==> config.mk <==
export PLATFORM = sky130hd
export DESIGN_NAME = ccs_command_status
export DESIGN_NICKNAME = d
export VERILOG_FILES = /design/src/hdl/ccs_command_status.v /design/src/hdl/ccs_flag.v
export VERILOG_INCLUDE_DIRS = /design/src /design/src/hdl
export SDC_FILE = /design/constraint.sdc
export NUM_CORES = 1
export LEC_CHECK = 0
export ABC_CLOCK_PERIOD_IN_PS = 1700
export BUFFER_PORTS_ARGS = -buffer_cell sky130_fd_sc_hd__buf_2
export CAP_MARGIN = 25
export CORE_ASPECT_RATIO = 1.4
export CORE_MARGIN = 2
export CORE_UTILIZATION = 25
export DETAILED_ROUTE_END_ITERATION = 12
export PLACE_DENSITY = 0.6
export SLEW_MARGIN = 20
export SYNTH_ARGS = -nofsm -noshare
export SYNTH_HDL_FRONTEND = slang
export SYNTH_SLANG_ARGS = --single-unit
==> constraint.sdc <==
create_clock -name clock_in -period 1.7 [get_ports clock_in]
set_input_delay 0.255 -clock clock_in [delete_from_list [all_inputs] [get_ports clock_in]]
set_output_delay 0.255 -clock clock_in [all_outputs]
set_load 0.05 [all_outputs]
==> src/hdl/ccs_defs.vh <==
// Register offsets, bit positions and reset values of the CAN command and status block.
`ifndef CCS_DEFS_VH
`define CCS_DEFS_VH

`define CCS_ADDR_W            12
`define CCS_CMD_ADDR          12'hB01
`define CCS_STATE_ADDR        12'hB02

`define CCS_CMD_SEND_GO       0
`define CCS_CMD_ABORT_SEND    1
`define CCS_CMD_RX_SLOT_FREE  2
`define CCS_CMD_OVF_CLEAR     3
`define CCS_CMD_LOOPBACK_SEND 4
`define CCS_CMD_OVERLOAD_SEND 5
`define CCS_CMD_RELAY_GO      6

`define CCS_ST_RX_PENDING     0
`define CCS_ST_RX_OVERFLOW    1
`define CCS_ST_TX_BUF_FREE    2
`define CCS_ST_TX_DONE        3
`define CCS_ST_RX_ACTIVE      4
`define CCS_ST_TX_ACTIVE      5
`define CCS_ST_ERROR_WARN     6
`define CCS_ST_BUS_OFF        7

`define CCS_RST_TX_DONE       1'b1
`define CCS_RST_TX_BUF_FREE   1'b1
`define CCS_RST_FLAG_ZERO     1'b0
`define CCS_READ_ZERO         8'h00

`endif

==> src/hdl/ccs_command_status.v <==
// Command and status registers of one CAN controller, facing the protocol core and receive queue.
//
// Contract
// RULE1 - Relay only with frame relay flag and command.
// RULE2 - Overload frame starts only at intermission's first bit.
// RULE3 - Loopback send transmits and receives, both indicated.
// RULE4 - Overflow clear command clears receive overrun flag.
// RULE5 - Slot release frees head message; empty clears interrupt.
// RULE6 - Abort cancels unstarted send, never one underway.
// RULE7 - Software checks done flag after buffer release.
// RULE8 - Send command starts transmitting the buffered message.
// RULE9 - Software cancels repeated send by abort or zero.
// RULE10 - Bus-off flag shows withdrawal; resets to zero.
// RULE11 - Warning flag when any counter reaches limit.
// RULE12 - Transmit activity flag follows sending; resets zero.
// RULE13 - Receive activity flag follows receiving; resets zero.
// RULE14 - Done flag resets one, zero while incomplete.
// RULE15 - Buffer free flag resets one, zero while locked.
// RULE16 - Overrun flag set when a message is lost.
// RULE17 - Pending flag shows messages in receive queue.
// RULE18 - Commands taken only operating; read zero; silent clears.
// RULE19 - Send or loopback drops done flag until success.
// RULE20 - Buffer writes while locked are silently dropped.
// RULE21 - Reserved command bit is ignored.
`timescale 1ns/10ps
`include "ccs_defs.vh"
module ccs_command_status
#(
	parameter RXQ_DEPTH = 8,
	parameter CNT_W     = 4
)
(
	input  wire                   clock_in,
	input  wire                   reset_in,
	input  wire [`CCS_ADDR_W-1:0] addr_in,
	input  wire [7:0]             wdata_in,
	input  wire                   wr_in,
	input  wire                   rd_in,
	output reg  [7:0]             rdata_out,
	input  wire                   silent_mode_in,
	input  wire                   core_bus_off_in,
	input  wire [7:0]             tx_err_count_in,
	input  wire [7:0]             rx_err_count_in,
	input  wire [7:0]             warn_limit_in,
	input  wire                   core_tx_busy_in,
	input  wire                   core_rx_busy_in,
	input  wire                   core_tx_started_in,
	input  wire                   core_tx_success_in,
	input  wire                   core_intermission_first_in,
	input  wire                   rx_msg_store_in,
	input  wire                   rx_no_space_in,
	input  wire                   rx_head_relay_in,
	input  wire                   txbuf_wr_in,
	input  wire [7:0]             txbuf_wdata_in,
	output reg                    txbuf_wr_out,
	output reg  [7:0]             txbuf_wdata_out,
	output reg                    tx_request_out,
	output reg                    tx_loopback_out,
	output reg                    overload_go_out,
	output reg                    relay_go_out,
	output reg                    rx_release_out,
	output reg                    rx_irq_clear_out,
	output reg                    rx_ind_out,
	output reg                    tx_ind_out,
	output reg                    bus_off_flag_out,
	output reg                    error_warn_flag_out,
	output reg                    tx_active_flag_out,
	output reg                    rx_active_flag_out,
	output wire                   tx_done_flag_out,
	output wire                   tx_buffer_free_flag_out,
	output wire                   rx_overflow_flag_out,
	output reg                    rx_msg_pending_flag_out
);

	// Transmit request sequencer, one-hot.
	localparam TX_IDLE = 3'b001;
	localparam TX_WAIT = 3'b010;
	localparam TX_RUN  = 3'b100;

	reg  [2:0]       tx_state;
	reg  [2:0]       next_tx_state;
	reg  [CNT_W-1:0] rx_count;
	reg  [CNT_W-1:0] next_rx_count;
	reg              overload_pending;

	wire             cmd_wr;
	wire             send_go_cmd;
	wire             abort_send_cmd;
	wire             rx_slot_free_cmd;
	wire             overflow_clear_cmd;
	wire             loopback_send_cmd;
	wire             overload_send_cmd;
	wire             relay_go_cmd;
	wire             tx_accept;
	wire             tx_abort;
	wire             rx_full;
	wire             rx_lost;
	wire             rx_kept;
	wire             rx_freed;
	wire [7:0]       state_reg;

	// Writes are only honoured in operating mode; silent mode drops them. [RULE18]
	assign cmd_wr             = wr_in && (addr_in == `CCS_CMD_ADDR) && !silent_mode_in;
	// Bit 7 is never decoded, so writing it has no effect. [RULE21]
	assign send_go_cmd        = cmd_wr && wdata_in[`CCS_CMD_SEND_GO];
	assign abort_send_cmd     = cmd_wr && wdata_in[`CCS_CMD_ABORT_SEND];
	assign rx_slot_free_cmd   = cmd_wr && wdata_in[`CCS_CMD_RX_SLOT_FREE];
	assign overflow_clear_cmd = cmd_wr && wdata_in[`CCS_CMD_OVF_CLEAR];
	assign loopback_send_cmd  = cmd_wr && wdata_in[`CCS_CMD_LOOPBACK_SEND];
	assign overload_send_cmd  = cmd_wr && wdata_in[`CCS_CMD_OVERLOAD_SEND];
	assign relay_go_cmd       = cmd_wr && wdata_in[`CCS_CMD_RELAY_GO];

	// A new request is only taken while nothing is queued or on the bus. [RULE8]
	assign tx_accept = (send_go_cmd || loopback_send_cmd) && (tx_state == TX_IDLE);
	// Start beats abort: once the core has begun, the frame must finish. [RULE6]
	assign tx_abort  = (tx_state == TX_WAIT) && !core_tx_started_in &&
		(abort_send_cmd || silent_mode_in);

	always @*
	begin
		next_tx_state = tx_state;
		case (tx_state)
			TX_IDLE:
				if (tx_accept)
					next_tx_state = TX_WAIT;
			TX_WAIT:
				if (core_tx_started_in)
					next_tx_state = TX_RUN;
				else if (tx_abort)
					next_tx_state = TX_IDLE;
			TX_RUN:
				if (core_tx_success_in)
					next_tx_state = TX_IDLE;
			default:
				next_tx_state = TX_IDLE;
		endcase
	end

	always @(posedge clock_in)
	begin
		if (reset_in)
		begin
			tx_state        <= TX_IDLE;
			tx_request_out  <= 1'b0;
			tx_loopback_out <= 1'b0;
			tx_ind_out      <= 1'b0;
		end
		else
		begin
			tx_state       <= next_tx_state;
			tx_request_out <= (next_tx_state == TX_WAIT); // [RULE8] [RULE6]
			if (tx_accept)
				tx_loopback_out <= loopback_send_cmd && !send_go_cmd; // [RULE3]
			else if (next_tx_state == TX_IDLE)
				tx_loopback_out <= 1'b0;
			// Loopback frames report transmit completion like any other. [RULE3]
			tx_ind_out <= core_tx_success_in && (tx_state == TX_RUN);
		end
	end

	// Done drops on each accepted request and rises only on success. [RULE14] [RULE19]
	ccs_flag
	#(
		.RESET_VAL (`CCS_RST_TX_DONE)
	)
	u_tx_done
	(
		.clock_in (clock_in),
		.reset_in (reset_in),
		.set_in   (core_tx_success_in && (tx_state == TX_RUN)),
		.clear_in (tx_accept),
		.flag_out (tx_done_flag_out)
	);

	// The buffer locks while a request waits or runs; abort releases it. [RULE15]
	ccs_flag
	#(
		.RESET_VAL (`CCS_RST_TX_BUF_FREE)
	)
	u_tx_buf_free
	(
		.clock_in (clock_in),
		.reset_in (reset_in),
		.set_in   ((core_tx_success_in && (tx_state == TX_RUN)) || tx_abort),
		.clear_in (tx_accept),
		.flag_out (tx_buffer_free_flag_out)
	);

	// Buffer writes are forwarded one cycle late and only while unlocked. [RULE20]
	always @(posedge clock_in)
	begin
		if (reset_in)
		begin
			txbuf_wr_out    <= 1'b0;
			txbuf_wdata_out <= 8'h00;
		end
		else
		begin
			txbuf_wr_out    <= txbuf_wr_in && tx_buffer_free_flag_out && !tx_accept; // [RULE20]
			txbuf_wdata_out <= txbuf_wdata_in;
		end
	end

	// Overload request waits for the first intermission bit and nothing else. [RULE2]
	always @(posedge clock_in)
	begin
		if (reset_in)
		begin
			overload_pending <= 1'b0;
			overload_go_out  <= 1'b0;
		end
		else
		begin
			overload_go_out <= overload_pending && core_intermission_first_in; // [RULE2]
			if (silent_mode_in)
				overload_pending <= 1'b0;
			else if (overload_send_cmd)
				overload_pending <= 1'b1;
			else if (core_intermission_first_in)
				overload_pending <= 1'b0;
		end
	end

	// Receive queue bookkeeping counts whole messages held.
	assign rx_full  = (rx_count == RXQ_DEPTH[CNT_W-1:0]);
	assign rx_lost  = rx_msg_store_in && (rx_no_space_in || rx_full); // [RULE16]
	assign rx_kept  = rx_msg_store_in && !rx_lost;
	assign rx_freed = rx_slot_free_cmd && (rx_count != {CNT_W{1'b0}});

	always @*
	begin
		next_rx_count = rx_count;
		if (rx_kept && !rx_freed)
			next_rx_count = rx_count + {{(CNT_W-1){1'b0}}, 1'b1};
		else if (rx_freed && !rx_kept)
			next_rx_count = rx_count - {{(CNT_W-1){1'b0}}, 1'b1}; // [RULE5]
	end

	always @(posedge clock_in)
	begin
		if (reset_in)
		begin
			rx_count                <= {CNT_W{1'b0}};
			rx_msg_pending_flag_out <= `CCS_RST_FLAG_ZERO;
			rx_release_out          <= 1'b0;
			rx_irq_clear_out        <= 1'b0;
			rx_ind_out              <= 1'b0;
			relay_go_out            <= 1'b0;
		end
		else
		begin
			rx_count                <= next_rx_count;
			rx_msg_pending_flag_out <= (next_rx_count != {CNT_W{1'b0}}); // [RULE17]
			rx_release_out          <= rx_freed; // [RULE5]
			rx_irq_clear_out        <= rx_freed && (next_rx_count == {CNT_W{1'b0}}); // [RULE5]
			rx_ind_out              <= rx_kept; // [RULE3]
			// The head frame must carry the relay flag as well as the command. [RULE1]
			relay_go_out <= relay_go_cmd && rx_head_relay_in && (rx_count != {CNT_W{1'b0}});
		end
	end

	// Overrun is sticky; a loss in the clearing cycle keeps it set. [RULE16] [RULE4]
	ccs_flag
	#(
		.RESET_VAL (`CCS_RST_FLAG_ZERO)
	)
	u_rx_overflow
	(
		.clock_in (clock_in),
		.reset_in (reset_in),
		.set_in   (rx_lost),
		.clear_in (overflow_clear_cmd),
		.flag_out (rx_overflow_flag_out)
	);

	// Core state is sampled into flops so every status output is registered.
	always @(posedge clock_in)
	begin
		if (reset_in)
		begin
			bus_off_flag_out    <= `CCS_RST_FLAG_ZERO;
			error_warn_flag_out <= `CCS_RST_FLAG_ZERO;
			tx_active_flag_out  <= `CCS_RST_FLAG_ZERO;
			rx_active_flag_out  <= `CCS_RST_FLAG_ZERO;
		end
		else
		begin
			bus_off_flag_out    <= core_bus_off_in; // [RULE10]
			error_warn_flag_out <= (tx_err_count_in >= warn_limit_in) ||
				(rx_err_count_in >= warn_limit_in); // [RULE11]
			tx_active_flag_out  <= core_tx_busy_in; // [RULE12]
			rx_active_flag_out  <= core_rx_busy_in; // [RULE13]
		end
	end

	assign state_reg[`CCS_ST_RX_PENDING]  = rx_msg_pending_flag_out;
	assign state_reg[`CCS_ST_RX_OVERFLOW] = rx_overflow_flag_out;
	assign state_reg[`CCS_ST_TX_BUF_FREE] = tx_buffer_free_flag_out;
	assign state_reg[`CCS_ST_TX_DONE]     = tx_done_flag_out;
	assign state_reg[`CCS_ST_RX_ACTIVE]   = rx_active_flag_out;
	assign state_reg[`CCS_ST_TX_ACTIVE]   = tx_active_flag_out;
	assign state_reg[`CCS_ST_ERROR_WARN]  = error_warn_flag_out;
	assign state_reg[`CCS_ST_BUS_OFF]     = bus_off_flag_out;

	// The command register always reads zero; unmapped addresses read zero too.
	always @(posedge clock_in)
	begin
		if (reset_in)
			rdata_out <= `CCS_READ_ZERO;
		else if (rd_in && (addr_in == `CCS_STATE_ADDR))
			rdata_out <= state_reg;
		else
			rdata_out <= `CCS_READ_ZERO; // [RULE18]
	end

endmodule

==> src/hdl/ccs_flag.v <==
// Sticky status flag whose set takes priority over a simultaneous clear.
`timescale 1ns/10ps
module ccs_flag
#(
	parameter RESET_VAL = 1'b0
)
(
	input  wire clock_in,
	input  wire reset_in,
	input  wire set_in,
	input  wire clear_in,
	output reg  flag_out
);

	always @(posedge clock_in)
	begin
		if (reset_in)
			flag_out <= RESET_VAL;
		else if (set_in)
			flag_out <= 1'b1;
		else if (clear_in)
			flag_out <= 1'b0;
	end

endmodule
-- Word-level counts from Yosys, hierarchy flattened
Index checks and enable logic that the tools add are counted.
- input port bits: 67
- logic and storage cells: 96
- output and inout port bits: 33
- register bits after elaboration: 41
- equal/unequal tests: 8
- add/sub/neg operators: 2
- magnitude comparators: 2
- multiplexer cells: 13
- bitwise gates (word level): 1
- reduce and logical (&&, ||, !) cells: 48
- operator list (kind ; number):
    1-bit logical AND ; 26
    12-bit equality test, second input constant ; 2
    8-bit greater-or-equal comparator ; 2
    3-bit two-way mux ; 4
    3-bit one-hot mux with 3 select lines ; 1
    4-bit two-way mux ; 2
    4-bit nonzero test ; 2
    2-bit OR reduction ; 4
    1-bit logical NOT ; 7
    3-bit by 1-bit equality test with 1-bit output, second input constant ; 2
    3-bit by 2-bit equality test with 1-bit output, second input constant ; 2
    1-bit two-way mux ; 6
    2-bit nonzero test ; 3
    1-bit logical OR ; 5
    4-bit by 1-bit adder with 4-bit output, second input constant ; 1
    4-bit equality test, second input constant ; 1
    4-bit logical NOT ; 1
    4-bit by 1-bit subtractor with 4-bit output, second input constant ; 1
    3-bit equality test, second input constant ; 1
    1-bit inverter ; 1

-- Longest topological paths before layout
- depth after elaboration: 12
- gate-level depth with buffers: 8
- mapped depth without buffers: 8

-- Cells and area by module
Synthesis repeated with hierarchy kept, for this count alone.
- cell total of the unflattened synthesis: 195
- area total of the unflattened synthesis: 1911.8 sq um
- by module, submodules not included (module ; instances ; cells each ; area each (sq um) ; seq. area each (sq um)):
    ccs_command_status ; 1 ; 183 ; 1808.0 ; 760.7
    ccs_flag at u_tx_buf_free ... ; 2 ; 4 ; 32.5 ; 20.0
    ccs_flag at u_rx_overflow ; 1 ; 4 ; 38.8 ; 20.0

-- Least setup slack after synthesis
No wires, ideal clock.
- path type: register -> register
- from: register rx_count[0]
- to: register rx_irq_clear_out
- buffers on the path: 0
- library setup time: 116 ps
- arrival time: 1787 ps
- stages on the path, launching flop included: 9
- required time: 1584 ps
- slack: -203 ps
- clock period less this slack: 1903 ps
- path through: dfxtp_1 -> inv_1 -> ha_1 -> nor3b_1 -> or2b_2 -> nor3_4 -> a22oi_4 -> xor2_2 -> and4_1
- word-level cells in the longest chain between the ends: 11
- elaborated cells on any way between the ends: 17
- those cells by class: 2 x add/sub; 1 x eq/ne; 2 x mux; 12 x reduce/logical
- ends and longest elaborated chain (element ; RTL line ; RTL):
    start, declared ; ccs_command_status.v:82 ; reg [CNT_W-1:0] rx_count;
    start signal, assigned ; ccs_command_status.v:243 ; rx_count <= {CNT_W{1'b0}};
    start signal, assigned ; ccs_command_status.v:252 ; rx_count <= next_rx_count;
    4-bit equality test ; ccs_command_status.v:225 ; assign rx_full = (rx_count == RXQ_DEPTH[CNT_W-1:0]);
    1-bit logical OR ; ccs_command_status.v:226 ; assign rx_lost = rx_msg_store_in && (rx_no_space_in || rx_full);
    1-bit logical AND ; ccs_command_status.v:226 ;
    1-bit logical NOT ; ccs_command_status.v:227 ; assign rx_kept = rx_msg_store_in && !rx_lost;
    1-bit logical AND ; ccs_command_status.v:227 ;
    1-bit logical NOT ; ccs_command_status.v:235 ; else if (rx_freed && !rx_kept)
    1-bit logical AND ; ccs_command_status.v:235 ;
    4-bit two-way mux ; ccs_command_status.v:235 ;
    4-bit two-way mux ; ccs_command_status.v:233 ; if (rx_kept && !rx_freed)
    4-bit logical NOT ; ccs_command_status.v:255 ; rx_irq_clear_out <= rx_freed && (next_rx_count == {CNT_W{1'b0}});
    1-bit logical AND * ; ccs_command_status.v:255 ;
    end signal, assigned ; ccs_command_status.v:255 ;
    end, declared ; ccs_command_status.v:62 ; output reg rx_irq_clear_out,
Every way passes the cells marked *; elsewhere a longest branch is shown, timed or not.
A chain may end at the register's enable or synchronous reset.

-- Worst setup path after layout
Ends and elaborated chain as after synthesis.

==> summary.txt <==
Placed design
  – Input/output buffers: 98
  – Dpl cell area: about 0.0027 mm²
  – Post-DP HPWL: 4.10 mm
  – Post-placement setup slack: -201 ps
  – Placer Congestion: 0.785
  – Dpl cells: 408

Setup path
  – Worst Path Required: 1930 ps
  – Worst path max stage delay: roughly 330 ps
  – Cells along the critical path: inv_2 -> ha_4 -> nand3b_1 -> and3b_2 -> nor3_4 -> mux2i_1 -> o2bb2ai_1 -> and4_1
  – CP Launch Type: register
  – Crit-path max FO: 4
  – CP arrival: 2000 ps
  – CP max stage cell: dfxtp_2
  – Critical path class: register to register
  – CP Capture Type: register

Yosys
  – Mapped Area: roughly 0.0019 mm²
  – Synth Register Bits: 41
  – Synth top area share: 0.425
  – Post-synth top cells: dfxtp_1 (41), ha_1 (18), nor2_1 (16), nor2b_1 (14), inv_1 (12)
  – Yosys warns: 0
  – Post-Syn Area per Cell: 9.70 µm²
  – Post-synth ARST share: 0
  – Number of flops mapped to enable cells by yosys: 0
  – Top_reg_cell synth: dfxtp_1
  – Biggest area consumer among synthesized cells: dfxtp_1
  – Mapped Nets: 284
  – Dominant cell by count in the synthesized netlist: dfxtp_1
  – Top post-synthesis cells by area: dfxtp_1 (43%), ha_1 (12%), nor2b_1 (4.5%)
  – Cells after synthesis: roughly 200
  – Count of cell types in the netlist: between 40 and 50
  – Seq/Total Area, Yosys: 0.425

Timing
  – Slew headroom: 0.721
  – Hold_ws: around 180 ps
  – Final WS setup: -74.0 ps
  – Worst-Margin Slew: just over 400 ps
  – Final setup TNS: -111 ps
  – Post-route clock period utilization: 1.04
  – Slew Limit Fails: 0
  – Max Clock Freq: 564 MHz
  – Final Hold Viols: 0
  – Unrepaired setup endpoints after global routing: yes
  – Setup violators final: 2
  – Clock Skews: 6.98 ps
  – Final min period: around 1800 ps

Routing
  – Final WL: between 4 and 5 mm
  – Via count: 1854
  – Post-detailed-route DRC marker count: 0
  – DRT Pass-1 Iters: 2
  – DR WL/cell: between 10 and 15 µm
  – Initial DRC Count: 28
  – Via density: 4.42
  – Routed Antenna Nets: 0

Power and ir drop
  – Cell-internal power: between 1.5 and 2 mW
  – Sw Share: 0.254
  – Total power: about 2.4 mW
  – Worst ir drop on vdd: 451 µV
  – Net switching power: 0.611 mW
  – PwrDens: approximately 840 mW/mm²
  – Power share of the combinational group: 0.197
  – Clock network power share: 0.384
  – Seq pwr share: 0.419
  – Pleak: 1.40 nW

Clock network
  – CTS root buf: clkbuf_8
  – Worst-path clk slew: 80 ps
  – CTS tree: built
  – Later-pin clock latency in the skew report: 290 ps
  – Clk sinks: 41
  – Clk buf depth: 2
  – Clock buffer count from CTS: 5
  – CTS hold repair buffers: 0
  – Htree depth: 2

Global route
  – Vias in the first global route: 1781
  – Gr usage total: 0.120
  – Antenna violations before repair: 1
  – First-pass GRT wire length: ~7.9 mm
  – Largest net degree at the start of global routing: 24
  – GRT overflow: 0

Finish
  – Final Core Density: 0.386
  – Final instance area: 0.00286 mm²
  – Layout cells sized above 1: 0.457
  – Fin nets: ~410
  – Synth-to-Final Area Change: 48.0%
  – N_diodes: 0
  – Fill count: 796
  – Layout Cells excl Fill: 419

Outcome
  – Outcome: finished, violations left
  – Failing checks: negative setup slack

Die
  – Initial core utilization: 0.261
  – I/O pins: 100
  – Num rows: 37
  – Die ar.: between 0.008 and 0.009 mm²
  – Chip Width: 78.3 µm
  – Total core area: 0.00741 mm²
  – Die H: 108 µm

Flow run
  – Max_cap viols: 0

Min path
  – Worst hold path type: primary input to register
[worst paths after layout]
kind	startpoint	end	slack, ps	cells past startpoint
worst max register to register	rx_count[0]	rx_irq_clear_out	-70	8
worst max-delay path	rx_count[0]	rx_irq_clear_out	-70	8
worst min register to register	overload_pending	overload_go_out	430	2
worst min-delay path	txbuf_wdata_in[7]	txbuf_wdata_out[7]	180	2
[state kept, by name, summed over array words and instances (netlist names)]
signal	cells
bus_off_flag_out	1
error_warn_flag_out	1
overload_go_out	1
overload_pending	1
rdata_out	8
relay_go_out	1
rx_active_flag_out	1
rx_count	4
rx_ind_out	1
rx_irq_clear_out	1
rx_msg_pending_flag_out	1
rx_release_out	1
tx_active_flag_out	1
tx_ind_out	1
tx_loopback_out	1
tx_request_out	1
tx_state	3
txbuf_wdata_out	8
txbuf_wr_out	1
u_rx_overflow.flag_out	1
u_tx_buf_free.flag_out	1
u_tx_done.flag_out	1
[layout by cell type, fill, tap and decap left out, types with 3 or more instances in the layout]
| master | n |
|---|---|
| nor3_1 | 6 |
| inv_1 | 10 |
| dfxtp_1 | 39 |
| nand2b_1 | 7 |
| nor4_1 | 3 |
| buf_2 | 98 |
| nor2b_1 | 14 |
| nand3b_1 | 3 |
| ha_1 | 17 |
| nor2_1 | 16 |
| nand2_1 | 9 |
| o21ai_0 | 7 |
| buf_4 | 22 |
| clkbuf_8 | 5 |
| a211oi_1 | 3 |
| and2_1 | 7 |
| a21oi_1 | 8 |
| o2111ai_1 | 3 |
[cells by family after synthesis]
kind of cell / after synthesis / share of synthesized area
mux: 1 / 0.00518
compound gates: 34 / 0.126
buf+inv: 17 / 0.0369
xor+xnor: 3 / 0.0175
simple gates: 85 / 0.272
flops: 41 / 0.425
fa+ha+maj: 18 / 0.117
[layer usage]
metal | GRT usage | up-vias | part of all wire
met4 | 0.0464 | 2 | 0.012
met1 | 0.132 | 848 | 0.41
met2 | 0.216 | 59 | 0.51
met3 | 0.0351 | 4 | 0.065
met5 | 0 | - | 0.0026
li1 | - | 941 | -
[cell type report]
cell class,count,area [µm²],share of cell area
tap,97,121,0.0425
clock inverter,3,65.1,0.0228
sequential,41,823,0.288
clock buffer,5,68.8,0.0241
multi-input combinational,141,1080,0.377
inverter,12,45.0,0.0158
timing repair buffer,120,656,0.230
[power by group through the flow]
| stage | clock network, mW | logic (mW) | registers (mW) |
|---|---|---|---|
| after global routing | 1.01 | 0.521 | 1.01 |
| after floorplan | 0 | 0.197 | 1.12 |
| after global placement | 0 | 0.464 | 1.03 |
| final | 0.924 | 0.475 | 1.01 |
| after CTS | 0.961 | 0.475 | 1.01 |
| after detailed placement | 0 | 0.473 | 1.03 |
[worst max-delay path, delay by kind of cell, from the launching register on]
family,cells,cell delay (ps)
muxes,1,120
AOI/OAI and AO/OA,1,200
adders and majority gates,1,140
buffers and inverters,1,70
DFF,1,330
and+or+nand+nor,4,860
[timing repair]
action,in CTS,in global routing
endpoints found under the setup margin,3,6
resized for setup,1,4
buffers inserted,2,1
pin swaps,3,3
No activity file was read; power rests on OpenSTA's default activity.
